$ cat src/oogs_pkg.sv
package oogs_pkg;

  // ********************
  // Register map (byte addresses, one aligned word each)
  // ********************
  localparam logic [7:0] OFS_WIDTH_PRE = 8'h00;
  localparam logic [7:0] OFS_WIDTH_POST = 8'h04;
  localparam logic [7:0] OFS_ON_DELAY = 8'h08;
  localparam logic [7:0] OFS_OFF_DELAY = 8'h0c;
  localparam logic [7:0] OFS_STOP_POS_INT = 8'h10;
  localparam logic [7:0] OFS_SWITCH_TIME = 8'h14;
  localparam logic [7:0] OFS_STATUS = 8'h18;
  localparam logic [7:0] OFS_MON_STOP_POS = 8'h1c;
  localparam logic [7:0] OFS_MON_POSITION = 8'h20;
  localparam logic [7:0] OFS_MON_DEVIATION = 8'h24;

  // ********************
  // Field widths and limits
  // ********************
  localparam int WIDTH_W = 9;
  localparam int DELAY_W = 10;
  localparam int POS_W = 15;
  localparam int SWT_W = 16;
  localparam logic [DELAY_W-1:0] DELAY_MAX = 10'h3e8;
  localparam logic [POS_W-1:0] DEV_LIMIT = 15'h01f4;

  // STATUS bit positions
  localparam int ST_COMPLETE = 0;
  localparam int ST_ORIENTING = 1;
  localparam int ST_POST_WIDTH = 2;
  localparam int ST_RAW_COMPLETE = 3;
  localparam int ST_GEAR_LSB = 4;
  localparam int ST_BANK_B = 6;
  localparam int ST_SWITCHING = 7;
  localparam int ST_FORCED = 8;

  // ********************
  // Reset values
  // ********************
  localparam logic [WIDTH_W-1:0] RST_WIDTH_PRE = 9'h00a;
  localparam logic [WIDTH_W-1:0] RST_WIDTH_POST = 9'h005;
  localparam logic [DELAY_W-1:0] RST_ON_DELAY = 10'h000;
  localparam logic [DELAY_W-1:0] RST_OFF_DELAY = 10'h000;
  localparam logic [POS_W-1:0] RST_STOP_POS_INT = 15'h0000;
  localparam logic [SWT_W-1:0] RST_SWITCH_TIME = 16'h0000;

  // ********************
  // Timing
  // ********************
  localparam int CLK_HZ = 125000000;
  localparam int TICK_MS = 10;
  localparam int TICK_CYCLES = CLK_HZ / 1000 * TICK_MS;

  localparam logic [1:0] RESP_OKAY = 2'h0;
  localparam logic [1:0] RESP_SLVERR = 2'h2;

endpackage

$ cat src/oogs_delay_timer.sv
`timescale 1ns/1ps
module oogs_delay_timer #(
  parameter int CW = 10
) (
  input wire logic clk,
  input wire logic rst_n,
  input wire logic ce,
  input wire logic tick,
  input wire logic raw_in,
  input wire logic [CW-1:0] on_delay,
  input wire logic [CW-1:0] off_delay,
  output logic delayed_out
);

  logic [CW-1:0] cnt_reg;
  logic [CW-1:0] limit;

  assign limit = raw_in ? on_delay : off_delay;

  // Pending change follows raw input only after the delay; a bounce restarts it
  always_ff @(posedge clk or negedge rst_n)
  begin
    if (!rst_n)
    begin
      cnt_reg <= '0;
      delayed_out <= 1'b0;
    end
    else if (ce)
    begin
      if (raw_in == delayed_out)
      begin
        cnt_reg <= '0;
      end
      else if (cnt_reg >= limit)
      begin
        delayed_out <= raw_in;
        cnt_reg <= '0;
      end
      else if (tick)
      begin
        cnt_reg <= cnt_reg + 1'b1;
      end
    end
  end

endmodule

$ cat src/oogs_orient_out.sv
// Implementation choices: the placing of the registers and the AXI4-Lite register port.
`timescale 1ns/1ps
// Behaviour
// Completion output on while request active and position inside current width.
// Orienting output on while request active and deviation beyond current width.
// Both outputs forced on when run off, coast-stop on, or alarm present.
// Pre-stop completion width programmable from 0 to 511 pulses.
// After stopping inside the width, a second 0 to 511 width applies.
// Completion output asserts after a 0 to 1000 tick on-delay.
// Completion output deasserts after a 0 to 1000 tick off-delay.
// Delay timers touch only reported outputs, never the position decision.
// Monitor shows internal plus external stop position, 0 to 32767.
// Monitor shows shaft position forward from index datum, 0 to 32767.
// Monitor shows signed deviation within +/-500, zero beyond that.
// Positive deviation is forward offset, negative is reverse offset.
// Gear code selects one of four parameter sets as a single group.
// Code 00 gives set 1 bank A; other codes sets 2-4 bank B.
// Optional transition time flagged when speed regulator bank changes.
// Sequencer holds request active for orientation, inactive for speed mode.
// Absolute deviation compared with active width; timers run on 10 ms tick.
// Pre-stop width restored whenever the orientation request is removed.
module oogs_orient_out #(
  parameter int ADDR_W = 8,
  parameter int TICK_CYCLES = oogs_pkg::TICK_CYCLES
) (
  input wire logic sys_clk,
  input wire logic arst_n,
  input wire logic clk_en,
  input wire logic orientation_request,
  input wire logic run_cmd,
  input wire logic coast_stop_cmd,
  input wire logic alarm_active,
  input wire logic shaft_at_rest,
  input wire logic [14:0] shaft_position,
  input wire logic [14:0] stop_pos_ext,
  input wire logic gear_select_lo,
  input wire logic gear_select_hi,
  output logic orient_complete_out,
  output logic orienting_out,
  output logic [1:0] gear_set,
  output logic speed_reg_bank_b,
  output logic reg_switch_active,
  input wire logic [ADDR_W-1:0] s_axi_awaddr,
  input wire logic s_axi_awvalid,
  output logic s_axi_awready,
  input wire logic [31:0] s_axi_wdata,
  input wire logic [3:0] s_axi_wstrb,
  input wire logic s_axi_wvalid,
  output logic s_axi_wready,
  output logic [1:0] s_axi_bresp,
  output logic s_axi_bvalid,
  input wire logic s_axi_bready,
  input wire logic [ADDR_W-1:0] s_axi_araddr,
  input wire logic s_axi_arvalid,
  output logic s_axi_arready,
  output logic [31:0] s_axi_rdata,
  output logic [1:0] s_axi_rresp,
  output logic s_axi_rvalid,
  input wire logic s_axi_rready
);

  initial
  begin
    if (ADDR_W < 8 || ADDR_W > 32)
      $error("ADDR_W must lie between 8 and 32");
    if (TICK_CYCLES < 2)
      $error("TICK_CYCLES must be at least 2");
  end

  // ********************
  // Reset release
  // ********************
  logic rst_meta_reg;
  logic rst_n;

  always_ff @(posedge sys_clk or negedge arst_n)
  begin
    if (!arst_n)
    begin
      rst_meta_reg <= 1'b0;
      rst_n <= 1'b0;
    end
    else
    begin
      rst_meta_reg <= 1'b1;
      rst_n <= rst_meta_reg;
    end
  end

  // ********************
  // Settings
  // ********************
  logic [oogs_pkg::WIDTH_W-1:0] width_pre_reg;
  logic [oogs_pkg::WIDTH_W-1:0] width_post_reg;
  logic [oogs_pkg::DELAY_W-1:0] on_delay_reg;
  logic [oogs_pkg::DELAY_W-1:0] off_delay_reg;
  logic [oogs_pkg::POS_W-1:0] stop_pos_int_reg;
  logic [oogs_pkg::SWT_W-1:0] switch_time_reg;

  // ********************
  // 10 ms tick
  // ********************
  localparam int TCW = $clog2(TICK_CYCLES);
  localparam logic [TCW-1:0] TICK_LAST = TCW'(TICK_CYCLES - 1);
  logic [TCW-1:0] tick_cnt_reg;
  logic tick_reg;

  always_ff @(posedge sys_clk or negedge rst_n)
  begin
    if (!rst_n)
    begin
      tick_cnt_reg <= '0;
      tick_reg <= 1'b0;
    end
    else if (clk_en)
    begin
      tick_reg <= (tick_cnt_reg == TICK_LAST);
      tick_cnt_reg <= (tick_cnt_reg == TICK_LAST) ? '0 : tick_cnt_reg + 1'b1;
    end
  end

  // ********************
  // Position arithmetic
  // ********************
  logic [oogs_pkg::POS_W-1:0] stop_cmd;
  logic [oogs_pkg::POS_W-1:0] dev;
  logic [oogs_pkg::POS_W-1:0] dev_abs;
  logic [oogs_pkg::POS_W-1:0] width_act;
  logic post_width_reg;
  logic in_window;
  logic complete_raw;
  logic orienting_raw;
  logic force_on;

  // Modular sum: stop position wraps within one revolution
  assign stop_cmd = oogs_pkg::POS_W'(stop_pos_int_reg + stop_pos_ext);
  // Shortest signed path; positive means ahead in the forward direction
  assign dev = oogs_pkg::POS_W'(shaft_position - stop_cmd);
  assign dev_abs = dev[oogs_pkg::POS_W-1] ? oogs_pkg::POS_W'(-dev) : dev;
  assign width_act = post_width_reg ? {6'h00, width_post_reg} :
                                      {6'h00, width_pre_reg};
  assign in_window = (dev_abs <= width_act);
  assign complete_raw = orientation_request && in_window;
  assign orienting_raw = orientation_request && !in_window;
  assign force_on = !run_cmd || coast_stop_cmd || alarm_active;

  // Width narrowing uses the undelayed decision so the timers cannot shift it
  always_ff @(posedge sys_clk or negedge rst_n)
  begin
    if (!rst_n)
      post_width_reg <= 1'b0;
    else if (clk_en)
    begin
      if (!orientation_request)
        post_width_reg <= 1'b0;
      else if (complete_raw && shaft_at_rest)
        post_width_reg <= 1'b1;
    end
  end

  // ********************
  // Reported outputs
  // ********************
  logic complete_delayed;

  oogs_delay_timer #(
    .CW(oogs_pkg::DELAY_W)
  ) u_complete_timer (
    .clk(sys_clk),
    .rst_n(rst_n),
    .ce(clk_en),
    .tick(tick_reg),
    .raw_in(complete_raw),
    .on_delay(on_delay_reg),
    .off_delay(off_delay_reg),
    .delayed_out(complete_delayed)
  );

  always_ff @(posedge sys_clk or negedge rst_n)
  begin
    if (!rst_n)
    begin
      orient_complete_out <= 1'b0;
      orienting_out <= 1'b0;
    end
    else if (clk_en)
    begin
      orient_complete_out <= force_on || complete_delayed;
      orienting_out <= force_on || orienting_raw;
    end
  end

  // ********************
  // Monitors
  // ********************
  logic [oogs_pkg::POS_W-1:0] mon_stop_reg;
  logic [oogs_pkg::POS_W-1:0] mon_pos_reg;
  logic [15:0] mon_dev_reg;

  always_ff @(posedge sys_clk or negedge rst_n)
  begin
    if (!rst_n)
    begin
      mon_stop_reg <= '0;
      mon_pos_reg <= '0;
      mon_dev_reg <= '0;
    end
    else if (clk_en)
    begin
      mon_stop_reg <= stop_cmd;
      mon_pos_reg <= shaft_position;
      mon_dev_reg <= (dev_abs > oogs_pkg::DEV_LIMIT) ? 16'h0000 :
                     {dev[oogs_pkg::POS_W-1], dev};
    end
  end

  // ********************
  // Gear set selection
  // ********************
  logic [oogs_pkg::SWT_W-1:0] switch_cnt_reg;

  always_ff @(posedge sys_clk or negedge rst_n)
  begin
    if (!rst_n)
    begin
      gear_set <= 2'h0;
      speed_reg_bank_b <= 1'b0;
    end
    else if (clk_en)
    begin
      gear_set <= {gear_select_hi, gear_select_lo};
      speed_reg_bank_b <= gear_select_hi || gear_select_lo;
    end
  end

  // Zero switch time disables the soft transition
  always_ff @(posedge sys_clk or negedge rst_n)
  begin
    if (!rst_n)
    begin
      switch_cnt_reg <= '0;
      reg_switch_active <= 1'b0;
    end
    else if (clk_en)
    begin
      if (speed_reg_bank_b != (gear_select_hi || gear_select_lo))
        switch_cnt_reg <= switch_time_reg;
      else if (tick_reg && switch_cnt_reg != '0)
        switch_cnt_reg <= switch_cnt_reg - 1'b1;
      reg_switch_active <= (switch_cnt_reg != '0);
    end
  end

  // ********************
  // AXI4-Lite write channel
  // ********************
  logic [ADDR_W-1:0] aw_addr_reg;
  logic [31:0] w_data_reg;
  logic [3:0] w_strb_reg;
  logic aw_full_reg;
  logic w_full_reg;
  logic do_write;
  logic [7:0] wr_ofs;
  logic [31:0] wr_merged;

  assign do_write = aw_full_reg && w_full_reg && !s_axi_bvalid;
  assign wr_ofs = {aw_addr_reg[7:2], 2'h0};

  function automatic logic [31:0] merge(input logic [31:0] old_v,
                                        input logic [31:0] new_v,
                                        input logic [3:0] strb);
    logic [31:0] res;
    res = old_v;
    for (int i = 0; i < 4; i++)
      if (strb[i])
        res[i*8 +: 8] = new_v[i*8 +: 8];
    return res;
  endfunction

  function automatic logic wr_known(input logic [7:0] ofs);
    return ofs == oogs_pkg::OFS_WIDTH_PRE || ofs == oogs_pkg::OFS_WIDTH_POST ||
           ofs == oogs_pkg::OFS_ON_DELAY || ofs == oogs_pkg::OFS_OFF_DELAY ||
           ofs == oogs_pkg::OFS_STOP_POS_INT || ofs == oogs_pkg::OFS_SWITCH_TIME;
  endfunction

  always_ff @(posedge sys_clk or negedge rst_n)
  begin
    if (!rst_n)
    begin
      aw_addr_reg <= '0;
      w_data_reg <= '0;
      w_strb_reg <= '0;
      aw_full_reg <= 1'b0;
      w_full_reg <= 1'b0;
      s_axi_awready <= 1'b0;
      s_axi_wready <= 1'b0;
      s_axi_bvalid <= 1'b0;
      s_axi_bresp <= oogs_pkg::RESP_OKAY;
    end
    else if (clk_en)
    begin
      s_axi_awready <= !aw_full_reg && !(s_axi_awready && s_axi_awvalid);
      s_axi_wready <= !w_full_reg && !(s_axi_wready && s_axi_wvalid);
      if (s_axi_awready && s_axi_awvalid)
      begin
        aw_addr_reg <= s_axi_awaddr;
        aw_full_reg <= 1'b1;
      end
      if (s_axi_wready && s_axi_wvalid)
      begin
        w_data_reg <= s_axi_wdata;
        w_strb_reg <= s_axi_wstrb;
        w_full_reg <= 1'b1;
      end
      if (do_write)
      begin
        aw_full_reg <= 1'b0;
        w_full_reg <= 1'b0;
        s_axi_bvalid <= 1'b1;
        s_axi_bresp <= wr_known(wr_ofs) && (aw_addr_reg >> 8) == '0 ?
                       oogs_pkg::RESP_OKAY : oogs_pkg::RESP_SLVERR;
      end
      else if (s_axi_bvalid && s_axi_bready)
        s_axi_bvalid <= 1'b0;
    end
  end

  // Only the word for the decoded offset is merged
  always_comb
  begin
    wr_merged = 32'h0;
    case (wr_ofs)
      oogs_pkg::OFS_WIDTH_PRE: wr_merged = {23'h0, width_pre_reg};
      oogs_pkg::OFS_WIDTH_POST: wr_merged = {23'h0, width_post_reg};
      oogs_pkg::OFS_ON_DELAY: wr_merged = {22'h0, on_delay_reg};
      oogs_pkg::OFS_OFF_DELAY: wr_merged = {22'h0, off_delay_reg};
      oogs_pkg::OFS_STOP_POS_INT: wr_merged = {17'h0, stop_pos_int_reg};
      oogs_pkg::OFS_SWITCH_TIME: wr_merged = {16'h0, switch_time_reg};
      default: wr_merged = 32'h0;
    endcase
    wr_merged = merge(wr_merged, w_data_reg, w_strb_reg);
  end

  function automatic logic [oogs_pkg::DELAY_W-1:0] clamp_delay(input logic [31:0] v);
    // Values past the top of the range saturate rather than wrap
    return (v[31:oogs_pkg::DELAY_W] != '0 || v[oogs_pkg::DELAY_W-1:0] > oogs_pkg::DELAY_MAX) ?
           oogs_pkg::DELAY_MAX : v[oogs_pkg::DELAY_W-1:0];
  endfunction

  always_ff @(posedge sys_clk or negedge rst_n)
  begin
    if (!rst_n)
    begin
      width_pre_reg <= oogs_pkg::RST_WIDTH_PRE;
      width_post_reg <= oogs_pkg::RST_WIDTH_POST;
      on_delay_reg <= oogs_pkg::RST_ON_DELAY;
      off_delay_reg <= oogs_pkg::RST_OFF_DELAY;
      stop_pos_int_reg <= oogs_pkg::RST_STOP_POS_INT;
      switch_time_reg <= oogs_pkg::RST_SWITCH_TIME;
    end
    else if (clk_en && do_write && (aw_addr_reg >> 8) == '0)
    begin
      case (wr_ofs)
        oogs_pkg::OFS_WIDTH_PRE: width_pre_reg <= wr_merged[8:0];
        oogs_pkg::OFS_WIDTH_POST: width_post_reg <= wr_merged[8:0];
        oogs_pkg::OFS_ON_DELAY: on_delay_reg <= clamp_delay(wr_merged);
        oogs_pkg::OFS_OFF_DELAY: off_delay_reg <= clamp_delay(wr_merged);
        oogs_pkg::OFS_STOP_POS_INT: stop_pos_int_reg <= wr_merged[14:0];
        oogs_pkg::OFS_SWITCH_TIME: switch_time_reg <= wr_merged[15:0];
        default: ;
      endcase
    end
  end

  // ********************
  // AXI4-Lite read channel
  // ********************
  logic [31:0] rd_word;
  logic rd_hit;
  logic [31:0] status_word;
  logic [7:0] rd_ofs;

  assign rd_ofs = {s_axi_araddr[7:2], 2'h0};

  always_comb
  begin
    status_word = 32'h0;
    status_word[oogs_pkg::ST_COMPLETE] = orient_complete_out;
    status_word[oogs_pkg::ST_ORIENTING] = orienting_out;
    status_word[oogs_pkg::ST_POST_WIDTH] = post_width_reg;
    status_word[oogs_pkg::ST_RAW_COMPLETE] = complete_raw;
    status_word[oogs_pkg::ST_GEAR_LSB +: 2] = gear_set;
    status_word[oogs_pkg::ST_BANK_B] = speed_reg_bank_b;
    status_word[oogs_pkg::ST_SWITCHING] = reg_switch_active;
    status_word[oogs_pkg::ST_FORCED] = force_on;
  end

  always_comb
  begin
    rd_hit = ((s_axi_araddr >> 8) == '0);
    rd_word = 32'h0;
    case (rd_ofs)
      oogs_pkg::OFS_WIDTH_PRE: rd_word = {23'h0, width_pre_reg};
      oogs_pkg::OFS_WIDTH_POST: rd_word = {23'h0, width_post_reg};
      oogs_pkg::OFS_ON_DELAY: rd_word = {22'h0, on_delay_reg};
      oogs_pkg::OFS_OFF_DELAY: rd_word = {22'h0, off_delay_reg};
      oogs_pkg::OFS_STOP_POS_INT: rd_word = {17'h0, stop_pos_int_reg};
      oogs_pkg::OFS_SWITCH_TIME: rd_word = {16'h0, switch_time_reg};
      oogs_pkg::OFS_STATUS: rd_word = status_word;
      oogs_pkg::OFS_MON_STOP_POS: rd_word = {17'h0, mon_stop_reg};
      oogs_pkg::OFS_MON_POSITION: rd_word = {17'h0, mon_pos_reg};
      oogs_pkg::OFS_MON_DEVIATION: rd_word = {{16{mon_dev_reg[15]}}, mon_dev_reg};
      default: rd_hit = 1'b0;
    endcase
  end

  always_ff @(posedge sys_clk or negedge rst_n)
  begin
    if (!rst_n)
    begin
      s_axi_arready <= 1'b0;
      s_axi_rvalid <= 1'b0;
      s_axi_rdata <= 32'h0;
      s_axi_rresp <= oogs_pkg::RESP_OKAY;
    end
    else if (clk_en)
    begin
      if (s_axi_arready && s_axi_arvalid)
      begin
        s_axi_arready <= 1'b0;
        s_axi_rvalid <= 1'b1;
        s_axi_rdata <= rd_hit ? rd_word : 32'h0;
        s_axi_rresp <= rd_hit ? oogs_pkg::RESP_OKAY : oogs_pkg::RESP_SLVERR;
      end
      else if (s_axi_rvalid && s_axi_rready)
      begin
        s_axi_rvalid <= 1'b0;
        s_axi_arready <= 1'b1;
      end
      else if (!s_axi_rvalid)
        s_axi_arready <= 1'b1;
    end
  end

endmodule

$ cat config.mk
export PLATFORM = sky130hd
export DESIGN_NAME = oogs_orient_out
export DESIGN_NICKNAME = d
export VERILOG_FILES = /design/src/oogs_pkg.sv /design/src/oogs_delay_timer.sv /design/src/oogs_orient_out.sv
export SDC_FILE = /design/constraint.sdc
export NUM_CORES = 1
export LEC_CHECK = 0
export ABC_AREA = 1
export BUFFER_PORTS_ARGS = -buffer_cell sky130_fd_sc_hd__buf_2
export CAP_MARGIN = 20
export CORE_UTILIZATION = 35
export CTS_CLUSTER_SIZE = 16
export DETAILED_ROUTE_END_ITERATION = 7
export PLACE_DENSITY = 0.49
export SYNTH_ARGS = -nofsm -noshare
export SYNTH_HDL_FRONTEND = slang
export SYNTH_SLANG_ARGS = --single-unit
$ cat constraint.sdc
create_clock -name sys_clk -period 21.5 [get_ports sys_clk]
set_clock_uncertainty 0.05 [all_clocks]
set_input_delay 3.225 -clock sys_clk [delete_from_list [all_inputs] [get_ports sys_clk]]
set_output_delay 3.225 -clock sys_clk [all_outputs]
set_load 0.03 [all_outputs]
==> flow_summary.json, run 1 <==
{
  "hold_depth": 0,
  "worstPathRequired_ps": 21910,
  "yosysSeqAreaShare_pct": 43.07,
  "maxSlewViolCount": 0,
  "synth_edf_count": 0,
  "grt_pass1_wl_um": 70090,
  "whs_ps": 304.0,
  "r2r_setup_slack_ps": 13410,
  "ios": 144,
  "period_minus_slack_ps": 10410,
  "critical_path_class": "input port to flip-flop",
  "hold_buffers": 0,
  "period_share_pct": 48.41,
  "synth-seq-cells": 240,
  "hp-start": "rst_meta_reg",
  "max_stage_delay_ps": 420,
  "r2r_start": "stop_pos_int_reg[6]",
  "cts_resized": 0,
  "yosysTopAreaCellShare_pct": 42.31,
  "antenna_cells": 0,
  "cellPowerDensity_nw_per_um2": 147.4,
  "slew_headroom_pct": 38.39,
  "yosys_most_used_dff": "dfrtp_1",
  "synth_area_leaders": "dfrtp_1, nand2_1, o21ai_0",
  "die_w_um": 201.7,
  "die_h_um": 201.7,
  "path_clk_slew_ps": 60,
  "yosys.cell_types.count": 54,
  "cts_tree": "done",
  "clock.fmax_mhz": 96.07,
  "drc": 0,
  "ant_nets": 0,
  "crit_top_cell": "nand2_1",
  "drive_gt1_share_pct": 12.10,
  "dr_total_vias": 12760,
  "cp_top_family": "simple AND/OR/NAND/NOR gates",
  "async_reset_ff_share_pct": 100.0,
  "setup_viol": 0,
  "regArea_um2": 6015,
  "rsz0062_at_grt": "no",
  "post_drt_wl_per_cell_um": 17.85,
  "arrival_ps": 10820,
  "synth_area_um2": 13960,
  "viasPerCell": 5.116,
  "htreeDepth": 1,
  "cts_setup_buffers": 0,
  "netlist_instances": 1846,
  "worstMarginPinSlew_ps": 921.4,
  "grt_antenna_before_repair": 1,
  "gp_congestion": 0.8798,
  "drtIter0Drc": 902,
  "routed_wirelength_um": 44510,
  "gr-total-overflow": 0,
  "cp_slowest_cell": "fa_1",
  "first_pass_iters": 8,
  "numCtsBuffers": 29,
  "grt_usage_pct": 22.03,
  "post_synth.cell_area_avg_um2": 7.561,
  "setup_tns_ps": 0,
  "reg2regPathDepth": 41,
  "status": "finished, final reports clean",
  "critPathMaxFanout": 25,
  "crit_path_end_kind": "flip-flop",
  "area_growth_pct": 14.91,
  "ir_worst_vdd_uv": 97.26,
  "hp-class": "flip-flop to flip-flop",
  "dp_hpwl_um": 33630,
  "coreArea_um2": 39010,
  "start_kind": "input port",
  "largest_register_ffs": 32,
  "design.die.area_um2": 40680,
  "grt_pass1_vias": 12390,
  "multiInputGateArea_um2": 6610,
  "start_util_pct": 35.78,
  "fin_nets": 2101,
  "cts_sinks": 240,
  "clock_path_buffers": 3,
  "min_to": "rst_n",
  "num_rows": 72,
  "drv_cap": 0,
  "clk-insertion-delay-late_ps": 570,
  "cts_root_buffer": "clkbuf_16",
  "grt_max_degree": 75,
  "nFillCells": 4055,
  "yosys_warnings": 0,
  "leakagePower_nw": 7.828,
  "finalHoldViolations": 0,
  "portBuffers": 137,
  "r2r-end": "u_complete_timer.cnt_reg[9]",
  "path_buf_inv": 3,
  "synth_top_cell_by_area": "dfrtp_1"
}
## synth_stat cells (33+ instances only)
master,n
dfrtp_1,236
clkbuf_1,51
nor2_1,99
nand2_1,486
nand3_1,74
o22ai_1,48
xor2_1,35
o21ai_0,217
nand4_1,33
inv_1,252
ha_1,49
a21oi_1,66
## layer usage
layer	GRT usage [%]	part of all wire (%)	wire length [um]
met1	30.41	46	20540
met2	35.68	45	20220
met3	3.531	5.8	2580
met4	5.952	2.6	1171
met5	0	0	0
## worst max-delay path by stage
| stage | from | endpoint | slack (ps) | cells past startpoint |
|---|---|---|---|---|
| floorplan | stop_pos_ext[0] | u_complete_timer.cnt_reg[0] | 12370 | 46 |
| global placement | stop_pos_ext[0] | u_complete_timer.cnt_reg[9] | 10590 | 44 |
| detailed placement | stop_pos_ext[0] | u_complete_timer.cnt_reg[5] | 10490 | 44 |
| CTS | stop_pos_ext[0] | u_complete_timer.cnt_reg[9] | 11080 | 44 |
| global route | stop_pos_ext[0] | u_complete_timer.cnt_reg[8] | 10150 | 44 |
| finish | stop_pos_ext[0] | u_complete_timer.cnt_reg[9] | 11090 | 44 |
## layout make-up
type	instances	area share (%)
Multi-Input combinational cell	1272	41.22
Clock inverter	11	0.7958
Tap cell	518	4.041
Timing Repair Buffer	151	4.970
Clock buffer	43	5.414
Sequential cell	240	37.50
Inverter	259	6.062
## placed cells by master (no fill, tap or decap), types with 6 or more instances in the layout
cell type	count
inv_1	252
a31oi_1	7
xor2_1	35
buf_4	14
ha_1	49
nor3_1	22
o21ai_0	217
nand4_1	33
xnor2_1	7
nand2_1	486
clkbuf_16	29
nand2_2	12
a211oi_1	8
buf_2	136
a221oi_1	8
o21ai_1	12
dfrtp_1	235
o221ai_1	8
o22ai_1	48
clkbuf_8	9
a22oi_1	6
nor2_1	99
nand3_1	74
o211ai_1	7
a21oi_1	66
o2111ai_1	6
nor4_1	13
## power breakdown
| part | internal, mW | switching [mW] |
|---|---|---|
| Sequential | 0.598 | 0.120 |
| Clock | 0.304 | 0.204 |
| Combinational | 0.372 | 0.765 |
## metrics by stage
step / area, um2 / power (mW) / std cells / setup WS, ps / util (%)
finish: 16040 / 2.363 / 2494 / 11090 / 41.12
global route: 16040 / 2.572 / 2494 / 10150 / 41.12
CTS: 16030 / 2.377 / 2493 / 11080 / 41.10
detailed placement: 15030 / 1.856 / 2439 / 10490 / 38.54
global placement: 15020 / 1.832 / 2438 / 10590 / 38.51
floorplan: 13960 / 1.527 / 1847 / 12370 / -
## cell families after synthesis
| group | after synthesis | synth area share (%) |
|---|---|---|
| AOI/OAI and AO/OA | 411 | 16.62 |
| xor gates and xnor gates | 42 | 2.636 |
| adders and majority gates | 51 | 4.680 |
| buffers and inverters | 335 | 9.601 |
| DFF | 240 | 43.07 |
| muxes | 1 | 0.07172 |
| other | 2 | 0.05381 |
| and+or+nand+nor | 764 | 23.27 |
No activity file was read; power rests on OpenSTA's default activity.
==> inputs of run 2 (changes only) <==
- clock period: 21.5 -> 10.3 ns (I/O delays scaled with it)
==> run 2 against run 1 <==
Via count is 0.66% lower. Power is 110% higher. Utilization is 0.093 points lower. Largest cell class unchanged. Count of clock-buffer cells in the layout is 3 lower. Worst hold slack worse by 0.61 ps. Clock power is 100% higher. Highest routed layer is now met5. Die area stayed put.
==> flow_summary.json, run 2 (synthesis results as in run 1) <==
{
  "status": "finished, final reports clean",
  "crit_path_end_kind": "flip-flop",
  "antenna_cells": 0,
  "r2r-end": "u_complete_timer.cnt_reg[0]",
  "setup_tns_ps": 0,
  "worstMarginPinSlew_ps": 971.3,
  "period_minus_slack_ps": 8594,
  "hold_buffers": 0,
  "max_stage_delay_ps": 420,
  "layout_common_cells": "nand2_1, inv_1, dfrtp_1, o21ai_0, buf_2",
  "hold_depth": 0,
  "grt_usage_pct": 21.66,
  "worstPathRequired_ps": 10700,
  "fin_area_um2": 16000,
  "min_to": "rst_n",
  "portBuffers": 137,
  "clock.fmax_mhz": 116.4,
  "drtIter0Drc": 914,
  "cp_slowest_cell": "fa_1",
  "clock_path_buffers": 3,
  "arrival_ps": 9000,
  "path_clk_slew_ps": 60,
  "regArea_um2": 6015,
  "numCtsBuffers": 29,
  "drv_cap": 0,
  "slew_headroom_pct": 35.01,
  "swShare_pct": 46.12,
  "period_share_pct": 83.44,
  "drc": 0,
  "wl_met2_um": 19880,
  "cellPowerDensity_nw_per_um2": 304.8,
  "finalHoldViolations": 0,
  "htreeDepth": 1,
  "drive_gt1_share_pct": 12.15,
  "viasPerCell": 5.085,
  "whs_ps": 303.4,
  "instances_no_fill": 2493,
  "ios": 144,
  "start_util_pct": 35.78,
  "internal_power_mw": 2.628,
  "power_mw": 4.878,
  "ant_nets": 0,
  "ir_worst_vdd_uv": 154.8,
  "critical_path_class": "input port to flip-flop",
  "gr-total-overflow": 0,
  "fin_ws_ps": 1706,
  "grt_pass1_vias": 12060,
  "cts_root_buffer": "clkbuf_16",
  "die_w_um": 201.7,
  "fin_nets": 2101,
  "leakagePower_nw": 7.825,
  "largest_register_ffs": 32,
  "post_drt_wl_per_cell_um": 17.70,
  "maxSlewViolCount": 0,
  "p_comb_share_pct": 48.4,
  "final_util_pct": 41.02,
  "cts_sinks": 240,
  "hp-class": "flip-flop to flip-flop",
  "cts_setup_buffers": 0,
  "die_h_um": 201.7,
  "p_sw_mw": 2.249,
  "r2r_setup_slack_ps": 2330,
  "nFillCells": 4066,
  "routed_wirelength_um": 44110,
  "num_rows": 72,
  "gp_congestion": 0.8694,
  "reg2regPathDepth": 40,
  "wl_met3_um": 2405,
  "setup_viol": 0,
  "crit_top_cell": "nand2_1",
  "wl_met1_um": 20570,
  "grt_antenna_before_repair": 1,
  "pwr-share-seq_pct": 30.7,
  "multiInputGateArea_um2": 6610,
  "place_area_um2": 15030,
  "area_growth_pct": 14.65,
  "dp.cells": 2438,
  "first_pass_iters": 5,
  "cts_resized": 0,
  "post-place-ws_ps": 1129,
  "dp_hpwl_um": 33310,
  "final_common_cell": "nand2_1",
  "critPathMaxFanout": 25,
  "coreArea_um2": 39010,
  "routed.top_layer": "met5",
  "r2r_start": "stop_pos_int_reg[4]",
  "rsz0062_at_grt": "no",
  "start_kind": "input port",
  "grt_pass1_wl_um": 68890,
  "dr_total_vias": 12680,
  "grt_max_degree": 85,
  "cts_tree": "done",
  "p_clk_share_pct": 20.9,
  "design.die.area_um2": 40680,
  "clk-insertion-delay-late_ps": 580,
  "hp-start": "rst_meta_reg"
}
==> run 2: worst max path at each step <==
stage	start	endpoint	slack (ps)
floorplan	stop_pos_ext[0]	u_complete_timer.cnt_reg[0]	2850
global placement	stop_pos_ext[0]	u_complete_timer.cnt_reg[9]	1160
detailed placement	stop_pos_ext[0]	u_complete_timer.cnt_reg[9]	1130
CTS	stop_pos_ext[0]	u_complete_timer.cnt_reg[9]	1720
global route	stop_pos_ext[0]	u_complete_timer.cnt_reg[0]	720
finish	stop_pos_ext[0]	u_complete_timer.cnt_reg[0]	1710
==> run 2: routing by layer <==
layer / track usage [%] / vias to the layer above
met3: 3.547 / 76
met5: 0 / -
li1: - / 6302
met4: 5.898 / 2
met1: 30.11 / 5943
met2: 34.77 / 353
==> run 2: layout make-up <==
type	count	area share [%]
clock inverters	13	0.6959
flip-flops and latches	240	37.59
repair buffers	151	4.989
inverters	259	6.076
clock buffers	40	5.294
well taps	518	4.050
multi-input cells	1272	41.31
==> run 2: power by group through the flow <==
stage | Combinational, mW | Clock, mW | Sequential, mW
3_3_place_gp | 2.32 | 0 | 1.51
3_5_place_dp | 2.35 | 0 | 1.51
2_1_floorplan | 1.74 | 0 | 1.45
6_report | 2.36 | 1.02 | 1.50
4_1_cts | 2.36 | 1.05 | 1.50
5_1_grt | 2.70 | 1.09 | 1.53
==> run 2: critical path: cells and delay by family <==
kind / cells / cell delay (ps)
adder cells (fa/ha/maj): 5 / 1620
XOR/XNOR: 2 / 400
AO/OA/AOI/OAI: 11 / 1890
buffers and inverters: 3 / 490
AND/OR/NAND/NOR: 22 / 3020
